### src/include/rco_pkg.sv
// Constants, register layout and carrier types for the reference clock output block.
// Assumes a single 25 MHz system clock and an APB register bus with 32-bit data.
package rco_pkg;

    // ==========================================================================
    // Register map. Printed offsets are indices; byte address is four times each.
    localparam logic [15:0] RCO_CTRL_INDEX   = 16'h0F39;
    localparam logic [15:0] RCO_SRCSEL_INDEX = 16'h0F3A;
    localparam logic [15:0] RCO_CTRL_ADDR    = 16'(RCO_CTRL_INDEX * 4);
    localparam logic [15:0] RCO_SRCSEL_ADDR  = 16'(RCO_SRCSEL_INDEX * 4);

    // ==========================================================================
    // Field positions within the control and source-select registers.
    localparam int RCO_EN_BIT     = 7;
    localparam int RCO_DUTY_LSB   = 3;
    localparam int RCO_RATIO_LSB  = 0;
    localparam int RCO_SRC_LSB    = 0;

    // ==========================================================================
    // Values after reset.
    localparam logic       RCO_EN_RST    = 1'b0;
    localparam logic [1:0] RCO_DUTY_RST  = 2'h2;
    localparam logic [2:0] RCO_RATIO_RST = 3'h0;
    localparam logic [3:0] RCO_SRC_RST   = 4'h0;

    // ==========================================================================
    // Source codes and counts.
    localparam logic [3:0] RCO_SRC_SYSTEM_OSC = 4'h0;
    localparam logic [3:0] RCO_SRC_SECONDARY  = 4'h4;
    localparam logic [3:0] RCO_SRC_LC_FIRST   = 4'h8;
    localparam int         RCO_NUM_SOURCES    = 13;
    localparam int         RCO_SYNC_STAGES    = 2;

    // Control register contents.
    typedef struct packed {
        logic       enable;
        logic [1:0] duty_select;
        logic [2:0] ratio;
    } rco_ctrl_s;

    // Clock sources as they arrive from the oscillators and logic cells.
    typedef struct packed {
        logic [7:0] logic_cell_output;
        logic       secondary_oscillator;
        logic       mid_internal_oscillator;
        logic       low_internal_oscillator;
        logic       high_internal_oscillator;
        logic       system_oscillator_clock;
    } rco_src_s;

    // Output sequencer states, Gray coded along idle, armed, running.
    typedef enum logic [1:0] {
        RCO_IDLE = 2'b00,
        RCO_ARM  = 2'b01,
        RCO_RUN  = 2'b11
    } rco_state_e;

endpackage

### src/hdl/rco_top.sv
// Reference clock output: source select, power-of-two divider and duty shaping.
// Assumes asynchronous clock sources, sampled through two flip-flops at 25 MHz,
// each well below half the system clock rate, and an APB master on the same clock.
//
// What this block does
// Four-bit code selects the source clock.
// Enabling starts output cleanly, no runt pulse.
// Disabling stops the output immediately.
// Software changes divider and duty only disabled; the block also accepts these writes while enabled.
// Divide source by two to the ratio.
// Duty code gives 0, 25, 50, 75 percent.
// Ratio zero: 50 percent, or low for zero.
// Duty field resets to binary 10.
// Halt stops only the system oscillator source.
// Generated clock also routed to internal peripherals.
// Control: enable bit 7, duty 4:3, ratio 2:0.
// Source select in bits 3:0, reset zero.
// Undocumented source codes hold the output low.
// Count edges; high for leading duty fraction.
//
// The APB register port was left to the implementer.
`timescale 1ns/100ps

module rco_top (
    // Clock and reset.
    input  wire logic              clock,
    input  wire logic              rstn,
    // APB slave.
    input  wire logic              psel,
    input  wire logic              penable,
    input  wire logic              pwrite,
    input  wire logic [15:0]       paddr,
    input  wire logic [31:0]       pwdata,
    output logic      [31:0]       prdata,
    output logic                   pready,
    output logic                   pslverr,
    // Clock sources and power state.
    input  wire rco_pkg::rco_src_s clock_sources,
    input  wire logic              low_power_halt,
    // Reference clock to the pin and to internal consumers.
    output logic                   reference_output_pin,
    output logic                   reference_output_oe_n,
    output logic                   reference_clock_internal
);
    import rco_pkg::*;

    // ==========================================================================
    // Reset release.

    logic [1:0]                 rst_sync_reg;
    logic                       rst_n;

    // Reset asserts at once but releases only after two clean edges.
    always_ff @(posedge clock or negedge rstn) begin
        if (!rstn) begin
            rst_sync_reg <= 2'b00;
        end else begin
            rst_sync_reg <= {rst_sync_reg[0], 1'b1};
        end
    end
    assign rst_n = rst_sync_reg[1];

    // ==========================================================================
    // Registers and APB slave.

    rco_ctrl_s                  ctrl_reg;
    logic [3:0]                 src_sel_reg;
    logic [31:0]                prdata_reg;
    logic                       pready_reg;
    logic                       pslverr_reg;
    logic                       hit_ctrl;
    logic                       hit_src;
    logic                       write_now;

    assign hit_ctrl  = (paddr == RCO_CTRL_ADDR);
    assign hit_src   = (paddr == RCO_SRCSEL_ADDR);
    assign write_now = psel && penable && pready_reg && pwrite;

    // Answer is prepared in the setup cycle so that every bus output is a flop.
    always_ff @(posedge clock or negedge rst_n) begin
        if (!rst_n) begin
            prdata_reg  <= 32'h0000_0000;
            pready_reg  <= 1'b0;
            pslverr_reg <= 1'b0;
        end else if (psel && !penable) begin
            pready_reg  <= 1'b1;
            pslverr_reg <= !(hit_ctrl || hit_src);
            if (hit_ctrl && !pwrite) begin
                prdata_reg <= {24'h00_0000, ctrl_reg.enable, 2'b00,
                               ctrl_reg.duty_select, ctrl_reg.ratio};
            end else if (hit_src && !pwrite) begin
                prdata_reg <= {28'h000_0000, src_sel_reg};
            end else begin
                prdata_reg <= 32'h0000_0000;
            end
        end else begin
            pready_reg  <= 1'b0;
            pslverr_reg <= 1'b0;
        end
    end

    // Control register. Live changes are accepted; glitch avoidance is software's job.
    always_ff @(posedge clock or negedge rst_n) begin
        if (!rst_n) begin
            ctrl_reg.enable      <= RCO_EN_RST;
            ctrl_reg.duty_select <= RCO_DUTY_RST;
            ctrl_reg.ratio       <= RCO_RATIO_RST;
        end else if (write_now && hit_ctrl) begin
            ctrl_reg.enable      <= pwdata[RCO_EN_BIT];
            ctrl_reg.duty_select <= pwdata[RCO_DUTY_LSB +: 2];
            ctrl_reg.ratio       <= pwdata[RCO_RATIO_LSB +: 3];
        end
    end

    // Source select register.
    always_ff @(posedge clock or negedge rst_n) begin
        if (!rst_n) begin
            src_sel_reg <= RCO_SRC_RST;
        end else if (write_now && hit_src) begin
            src_sel_reg <= pwdata[RCO_SRC_LSB +: 4];
        end
    end

    assign prdata  = prdata_reg;
    assign pready  = pready_reg;
    assign pslverr = pslverr_reg;

    // ==========================================================================
    // Source synchronisation and selection.

    logic [RCO_NUM_SOURCES-1:0] src_meta_reg;
    logic [RCO_NUM_SOURCES-1:0] src_sync_reg;
    logic                       sel_level;
    logic                       sel_prev_reg;
    logic                       sel_valid;
    logic                       sel_rise;
    logic                       sel_edge;

    // Two flops per source; only the second stage feeds any logic.
    always_ff @(posedge clock or negedge rst_n) begin
        if (!rst_n) begin
            src_meta_reg <= '0;
            src_sync_reg <= '0;
        end else begin
            src_meta_reg <= clock_sources;
            src_sync_reg <= src_meta_reg;
        end
    end

    // Map a source code onto the synchronised vector; gaps read as absent.
    function automatic logic pick_source(input logic [3:0] code,
                                         input logic [RCO_NUM_SOURCES-1:0] vec);
        logic result;
        result = 1'b0;
        if (code >= RCO_SRC_LC_FIRST) begin
            result = vec[4'(code - RCO_SRC_LC_FIRST) + 4'h5];
        end else if (code <= RCO_SRC_SECONDARY) begin
            result = vec[code];
        end
        return result;
    endfunction

    // Codes 5 to 7 and the system clock under halt count as no source.
    assign sel_valid = !(src_sel_reg > RCO_SRC_SECONDARY && src_sel_reg < RCO_SRC_LC_FIRST)
                       && !(low_power_halt && src_sel_reg == RCO_SRC_SYSTEM_OSC);
    assign sel_level = sel_valid && pick_source(src_sel_reg, src_sync_reg);

    always_ff @(posedge clock or negedge rst_n) begin
        if (!rst_n) begin
            sel_prev_reg <= 1'b0;
        end else begin
            sel_prev_reg <= sel_level;
        end
    end
    assign sel_rise = sel_level && !sel_prev_reg;
    assign sel_edge = sel_level != sel_prev_reg;

    // ==========================================================================
    // Divider and duty shaping.

    rco_state_e                 state_reg;
    rco_state_e                 state_next;
    logic [7:0]                 half_cnt_reg;
    logic [7:0]                 half_cnt_next;
    logic [7:0]                 period_last;
    logic [7:0]                 high_len;
    logic                       out_next;
    logic                       out_reg;

    // Period in source half cycles is 2^(ratio+1); high part is duty quarters of it.
    assign period_last = 8'((9'h002 << ctrl_reg.ratio) - 9'h001);
    assign high_len    = 8'({6'h00, ctrl_reg.duty_select} << (ctrl_reg.ratio - 3'h1));

    // Start waits for a source rising edge so the first pulse is full length.
    always_comb begin
        state_next = state_reg;
        unique case (state_reg)
            RCO_IDLE: if (ctrl_reg.enable) state_next = RCO_ARM;
            RCO_ARM:  if (sel_rise) state_next = RCO_RUN;
            RCO_RUN:  state_next = RCO_RUN;
            default:  state_next = RCO_IDLE;
        endcase
        if (!ctrl_reg.enable) begin
            state_next = RCO_IDLE;
        end
    end

    // Half-cycle counter advances on each source edge and wraps each period.
    always_comb begin
        half_cnt_next = half_cnt_reg;
        if (state_next != RCO_RUN) begin
            half_cnt_next = 8'h00;
        end else if (state_reg == RCO_ARM) begin
            half_cnt_next = 8'h00;
        end else if (sel_edge) begin
            half_cnt_next = (half_cnt_reg >= period_last) ? 8'h00 : 8'(half_cnt_reg + 8'h01);
        end
    end

    // Output level for the coming cycle.
    always_comb begin
        if (state_next != RCO_RUN || !sel_valid || ctrl_reg.duty_select == 2'b00) begin
            out_next = 1'b0;
        end else if (ctrl_reg.ratio == 3'h0) begin
            out_next = sel_level;
        end else begin
            out_next = half_cnt_next < high_len;
        end
    end

    always_ff @(posedge clock or negedge rst_n) begin
        if (!rst_n) begin
            state_reg    <= RCO_IDLE;
            half_cnt_reg <= 8'h00;
        end else begin
            state_reg    <= state_next;
            half_cnt_reg <= half_cnt_next;
        end
    end

    // Pin driver and enable are flopped on the same edge so both stop in the same cycle.
    always_ff @(posedge clock or negedge rst_n) begin
        if (!rst_n) begin
            out_reg               <= 1'b0;
            reference_output_oe_n <= 1'b1;
        end else begin
            out_reg               <= out_next;
            reference_output_oe_n <= !ctrl_reg.enable;
        end
    end

    // Internal copy for the modulator, memory scanner and timers.
    always_ff @(posedge clock or negedge rst_n) begin
        if (!rst_n) begin
            reference_clock_internal <= 1'b0;
        end else begin
            reference_clock_internal <= out_next;
        end
    end

    assign reference_output_pin = out_reg;

endmodule // rco_top

### config.mk
export PLATFORM = sky130hd
export DESIGN_NAME = rco_top
export DESIGN_NICKNAME = d
export VERILOG_FILES = /design/src/include/rco_pkg.sv /design/src/hdl/rco_top.sv
export SDC_FILE = /design/constraint.sdc
export NUM_CORES = 1
export LEC_CHECK = 0
export BUFFER_PORTS_ARGS = -buffer_cell sky130_fd_sc_hd__buf_2
export CAP_MARGIN = 20
export CORE_MARGIN = 5
export CORE_UTILIZATION = 47
export CTS_BUF_LIST = sky130_fd_sc_hd__clkbuf_2
export DETAILED_ROUTE_END_ITERATION = 8
export GPL_ROUTABILITY_DRIVEN = 0
export GPL_TIMING_DRIVEN = 1
export HOLD_SLACK_MARGIN = 0.02
export PLACE_DENSITY = 0.86
export SKIP_LAST_GASP = 1
export SYNTH_ARGS = -nofsm -noshare
export SYNTH_HDL_FRONTEND = slang
export SYNTH_SLANG_ARGS = --single-unit
### constraint.sdc
create_clock -name clock -period 1.8 [get_ports clock]
set_clock_uncertainty 0.15 [all_clocks]
set_input_delay 0.09 -clock clock [delete_from_list [all_inputs] [get_ports clock]]
set_output_delay 0.09 -clock clock [all_outputs]
set_load 0.03 [all_outputs]
==> results.cfg, run 1 <==
[routing]
drt_wl_total_um = 8810
vias = 2690
top_layer = met4
initialDrtViolationCount = 190
wl_met1_um = 3010
wl_met2_um = 4790
wl_met3_um = 524
drt-pass1-iter-count = 4
final_antenna_net_count = 0
drc = 0
routed_via_density = 5.24
wire_per_inst_um = 17.2

[sta]
fin_crit_sh_pct = 223
setup_viol = 16
hold_ws_ns = 0.0468
rsz0062_at_grt = yes
finalHoldViolCount = 0
fin_ws_ns = -2.22
fmax_ghz = 0.249
report.final.slew_viol_count = 0
period_needed_ns = 4.02

[power_and_ir_drop]
ir_worst_vdd_mv = 0.565
powerDensity_mw_per_mm2 = 543
p_sw_mw = 0.658
p_seq_share_pct = 56.7
switching_share_pct = 27.0
p_total_mw = 2.44
p_leak_nw = 2.19
p_int_mw = 1.78
p_comb_share_pct = 11.2
p_clk_share_pct = 32.0

[critical_path]
cp_cell_sequence = inv_4 > ha_4 > mux4_2 > nand2_1 > o211ai_1 > a31o_1 > ha_4 > inv_4 > and4_4 > nand3_2 > xor2_1 > nor2_2 > ha_1 > a211oi_2 > o21ai_1 > nand3b_1 > o2bb2ai_1
max_stage_delay_ns = 0.50
cpMaxStageDelayCell = mux4_2
cp.arrival_ns = 4.30
start_kind = flip-flop
cp-end-kind = flip-flop
crit_fanout = 4
cp.required_ns = 2.09
criticalPathCategory = flip-flop to flip-flop

[synthesis]
yosysTopAreaCell = dfrtp_1
ys_ff_latch = 59
synth_ff_type = dfrtp_1
synth_seq_area_share_pct = 47.1
yosys.cell_count.top_type = dfrtp_1
synthCells = 283
yosysTopAreaCellShare_pct = 45.4
yosysWarningCount = 0
synthArstFlopShare_pct = 100
syn-mean-instance-area_sq_um = 11.1
syn_area_sq_mm = 0.00314
synth_edf_count = 0
netlist_top_cells_count = 57 x dfrtp_1, 27 x buf_4, 24 x ha_1, 23 x nand2_1, 17 x nor2_1
synth.area.top_cells = dfrtp_1 45%, ha_1 9.6%, buf_4 6.4%
synthDistinctLibCells = 51

[cts]
clkTransAtPathRegs_ns = 0.18
cts_made_buffers = 9
htree_levels = 3
clk_latency_ns = 0.49
cts_tree = done
cts_root_buf = clkbuf_2
cts.path.max_buffers = 2
cts.sinks = 59

[finish]
stdcell_area_sq_mm = 0.00449
area_growth_pct = 42.8
nNetsFinal = 522
diodes = 0
instances_no_fill = 513
nFillCells = 426
layout-drive-gt1-share_pct = 38.3

[floorplan]
coreArea_sq_mm = 0.00642
fp-row-count = 29
die_y_um = 91.8
initial_core_util_pct = 48.9
die_w_um = 91.8
fp.dieArea_sq_mm = 0.00842
num_io_pins = 104

[global_route]
grt_max_degree = 26
antenna_found_initial = 0
overflow = 0
grt_pass1_vias = 2908
grt_usage_pct = 20.8
grt_pass1_wl_um = 13600

[place]
dp_hpwl_um = 5830
dpl.cell_count = 461
place_area_sq_mm = 0.00392
portBuffers = 51

[min_path]
hold_class = flip-flop to asynchronous set/reset pin

[run_status]
status = finished with violations
violations = negative setup slack

[job]
maxCapViolCount = 0
final timing paths:
check                                start                  endpoint  slack, ns  depth (start not counted)
max in group asynchronous  rst_sync_reg[1]     reference_output_oe_n       0.86                          1
max reg2reg                 src_sel_reg[0]  reference_clock_internal      -2.22                         17
min reg2reg                rst_sync_reg[1]            src_sel_reg[3]       0.05                          0
max                         src_sel_reg[0]  reference_clock_internal      -2.22                         17
min                        rst_sync_reg[1]            src_sel_reg[3]       0.05                          0
min in group clock                paddr[1]                 prdata[4]       0.05                          7
cell type report:
cell class | count | area [sq um] | area share, %
multi-input cells | 205 | 1700 | 37.9
flip-flops and latches | 59 | 1480 | 33.0
repair buffers | 144 | 1050 | 23.5
inverters | 12 | 52.6 | 1.17
clock buffers | 9 | 45.0 | 1.00
clock inverters | 7 | 58.8 | 1.31
well taps | 77 | 96.3 | 2.15
metrics by stage:
stage / setup TNS [ns] / util [%] / worst slack (ns)
6_report: -12.04 / 69.9 / -2.22
5_1_grt: -13.39 / 69.9 / -2.27
4_1_cts: -12.53 / 68.0 / -1.92
3_5_place_dp: -10.72 / 61.1 / -1.96
3_3_place_gp: -9.45 / 61.1 / -1.74
2_1_floorplan: -9.67 / - / -1.80
layer usage:
layer | GRT usage (%) | vias up
met2 | 38.8 | 132
met3 | 4.75 | 47
met1 | 20.9 | 1274
met4 | 12.4 | 0
li1 | - | 1237
met5 | 0 | -
layout by cell type, fill, tap and decap left out, drive strengths merged, types with 3 or more instances in the layout:
master       count
nand2           23
dfrtp           57
inv             12
conb            27
o21ai           11
nor2            19
mux2i            5
a21o             3
ha              24
dlygate4sd3     29
xnor2            5
a21oi           11
nor3             5
nand3            8
nand4            3
buf            115
mux2            10
mux4             5
nand2b           6
a22oi            4
clkbuf           9
nor2b            4
xor2             7
clkinv           5
critical path: cells and delay by family (launching register included):
family	cells	cell delay (ns)
flops	1	0.44
fa+ha+maj	3	0.85
simple gates	5	0.70
xor+xnor	1	0.25
mux	1	0.50
compound gates	5	0.99
buf+inv	2	0.14
kinds of logic after synthesis:
kind of cell | after synthesis | synth area share [%]
multiplexers | 20 | 9.24
flip-flops | 59 | 47.1
buffers and inverters | 44 | 8.72
AO/OA/AOI/OAI | 41 | 8.24
XOR/XNOR | 12 | 3.34
AND/OR/NAND/NOR | 81 | 13.6
adder cells (fa/ha/maj) | 24 | 9.55
other | 2 | 0.239
power groups by stage:
| stage | Sequential (mW) | Combinational, mW | Clock [mW] |
|---|---|---|---|
| 2_1_floorplan | 1.42 | 0.163 | 0 |
| 3_3_place_gp | 1.40 | 0.208 | 0 |
| 3_5_place_dp | 1.41 | 0.213 | 0 |
| 4_1_cts | 1.38 | 0.261 | 0.792 |
| 5_1_grt | 1.39 | 0.294 | 0.861 |
| 6_report | 1.38 | 0.273 | 0.780 |
timing repair:
item                                   CTS  global route
endpoints found under the hold margin   33             1
setup endpoints to repair               11            21
hold buffers                            29             1
setup buffers                            1             6
pin swaps                                4            11
gates resized for setup                  9            17
No activity file was read; power rests on OpenSTA's default activity.
==> run 2: changes to the inputs <==
--- a/config.mk
+++ b/config.mk
@@ -9,7 +9,7 @@
 export CAP_MARGIN = 20
 export CORE_MARGIN = 5
 export CORE_UTILIZATION = 47
-export CTS_BUF_LIST = sky130_fd_sc_hd__clkbuf_2
+export CTS_BUF_LIST = sky130_fd_sc_hd__clkbuf_8
 export DETAILED_ROUTE_END_ITERATION = 8
 export GPL_ROUTABILITY_DRIVEN = 0
 export GPL_TIMING_DRIVEN = 1
==> results.cfg, run 2 (synthesized netlist as in run 1, its figures left out) <==
[critical_path]
ff2ff_setup_slack_ns = -2.08
max_stage_delay_ns = 0.50
cp-end-kind = flip-flop
cpMaxStageDelayCell = mux4_2
cp_cell_sequence = inv_4 > ha_4 > mux4_2 > nand2_1 > o211ai_1 > a31o_1 > ha_4 > inv_4 > and4_4 > xnor2_1 > nor2_2 > ha_1 > a21o_1 > a211oi_2 > o21ai_1 > nand3b_1 > o2bb2ai_1
r2r.worst_path.cells = 17
worstReg2RegEnd = reference_clock_internal
crit_fanout = 4
criticalPathCategory = flip-flop to flip-flop
cp.arrival_ns = 4.01
cp.required_ns = 1.93
start_kind = flip-flop
r2r_start = src_sel_reg[0]

[cts]
clk_latency_ns = 0.35
cts.path.max_buffers = 2
cts_made_buffers = 9
cts.sinks = 59
cts_root_buf = clkbuf_8
htree_levels = 3
clkTransAtPathRegs_ns = 0.07
cts_tree = done

[sta]
setup_viol = 11
fin_crit_sh_pct = 215
finalHoldViolCount = 0
report.final.slew_viol_count = 0
tns_ns = -11.27
fmax_ghz = 0.258
period_needed_ns = 3.88
rsz0062_at_grt = yes
fin_ws_ns = -2.08

[power_and_ir_drop]
powerDensity_mw_per_mm2 = 644
p_leak_nw = 2.20
p_total_mw = 2.92
ir_worst_vdd_mv = 0.679

[global_route]
grt_pass1_vias = 2909
grt_usage_pct = 21.8
overflow = 0
grt_max_degree = 26
grt_pass1_wl_um = 14200
antenna_found_initial = 0

[routing]
drc = 0
initialDrtViolationCount = 258
vias = 2712
wire_per_inst_um = 17.7
drt_wl_total_um = 8940
routed_via_density = 5.37
final_antenna_net_count = 0
drt-pass1-iter-count = 5

[min_path]
hold_class = flip-flop to asynchronous set/reset pin

[floorplan]
initial_core_util_pct = 48.9
die_w_um = 91.8
fp.dieArea_sq_mm = 0.00842
num_io_pins = 104
die_y_um = 91.8
coreArea_sq_mm = 0.00642
fp-row-count = 29

[finish]
area_growth_pct = 44.3
layout-drive-gt1-share_pct = 39.0
nFillCells = 430
layout_common_cells = 56 x dfrtp_1, 54 x buf_4, 51 x buf_2
mostFrequentLayoutCell = dfrtp_1
diodes = 0
nNetsFinal = 514

[job]
maxCapViolCount = 0

[place]
portBuffers = 51
dp_hpwl_um = 5830

[run_status]
violations = negative setup slack
status = finished with violations
==> run 2: cell count changes in the layout (fill, tap and decap cells not counted), moves of 3 or more <==
cell,before,now
clkbuf_8,0,12
nor2_4,8,4
clkinv_1,3,0
buf_4,59,54
dlygate4sd3_1,29,25
nor2_2,2,6
clkbuf_2,9,0
==> run 2: how the worst max path moves through the flow <==
stage | from | cells after the start | slack (ns) | endpoint
floorplan | src_sel_reg[0] | 18 | -1.80 | reference_clock_internal
global placement | src_sel_reg[0] | 17 | -1.74 | reference_clock_internal
detailed placement | src_sel_reg[0] | 17 | -1.96 | reference_clock_internal
CTS | src_sel_reg[0] | 17 | -1.91 | reference_clock_internal
global route | src_sel_reg[0] | 17 | -2.22 | reference_clock_internal
finish | src_sel_reg[0] | 17 | -2.08 | reference_clock_internal
==> run 2: through the flow <==
stage | area [sq um] | utilization (%) | hold WS [ns] | std cells | worst slack (ns)
after floorplan | 3370 | - | -0.356 | 308 | -1.80
after detailed placement | 3920 | 61.1 | -0.273 | 461 | -1.96
after CTS | 4460 | 69.4 | 0.0497 | 503 | -1.91
final | 4530 | 70.6 | 0.0698 | 505 | -2.08
after global placement | 3920 | 61.1 | -0.274 | 461 | -1.74
after global routing | 4530 | 70.6 | 0.114 | 505 | -2.22
==> run 2: worst max-delay path, delay by kind of cell (launching register included) <==
kind | cells | cell delay [ns]
and+or+nand+nor | 4 | 0.56
adders and majority gates | 3 | 0.80
xor gates and xnor gates | 1 | 0.21
muxes | 1 | 0.50
DFF | 1 | 0.40
buffers and inverters | 2 | 0.12
AOI/OAI and AO/OA | 6 | 1.06
==> run 2: final cells by class <==
cell class	count	area [sq um]	share of cell area, %
Clock inverter	4	47.5	1.05
Sequential cell	59	1480	32.6
Timing Repair Buffer	136	987	21.8
Clock buffer	12	165	3.64
Tap cell	77	96.3	2.12
Inverter	12	52.6	1.16
Multi-Input combinational cell	205	1710	37.6
==> run 2: what timing repair did <==
action	4_1_cts	5_1_grt
hold buffers	25	0
buffers inserted	1	2
pin swaps	3	7
gates resized for setup	14	11
endpoints found under the hold margin	28	0
setup endpoints to repair	11	11
==> run 2: routing by layer <==
layer	up-vias	GRT usage, %	wire length (um)
met5	-	0	0
met4	0	12.3	442
met3	46	4.75	541
met2	138	40.2	4850
met1	1308	22.8	3100
li1	1220	-	-
==> run 2: power by group <==
| group | switching [mW] | internal, mW | total, mW |
|---|---|---|---|
| logic | 0.156 | 0.110 | 0.266 |
| clock network | 0.525 | 0.747 | 1.27 |
| registers | 0.0208 | 1.36 | 1.38 |
| total | 0.701 | 2.22 | 2.92 |
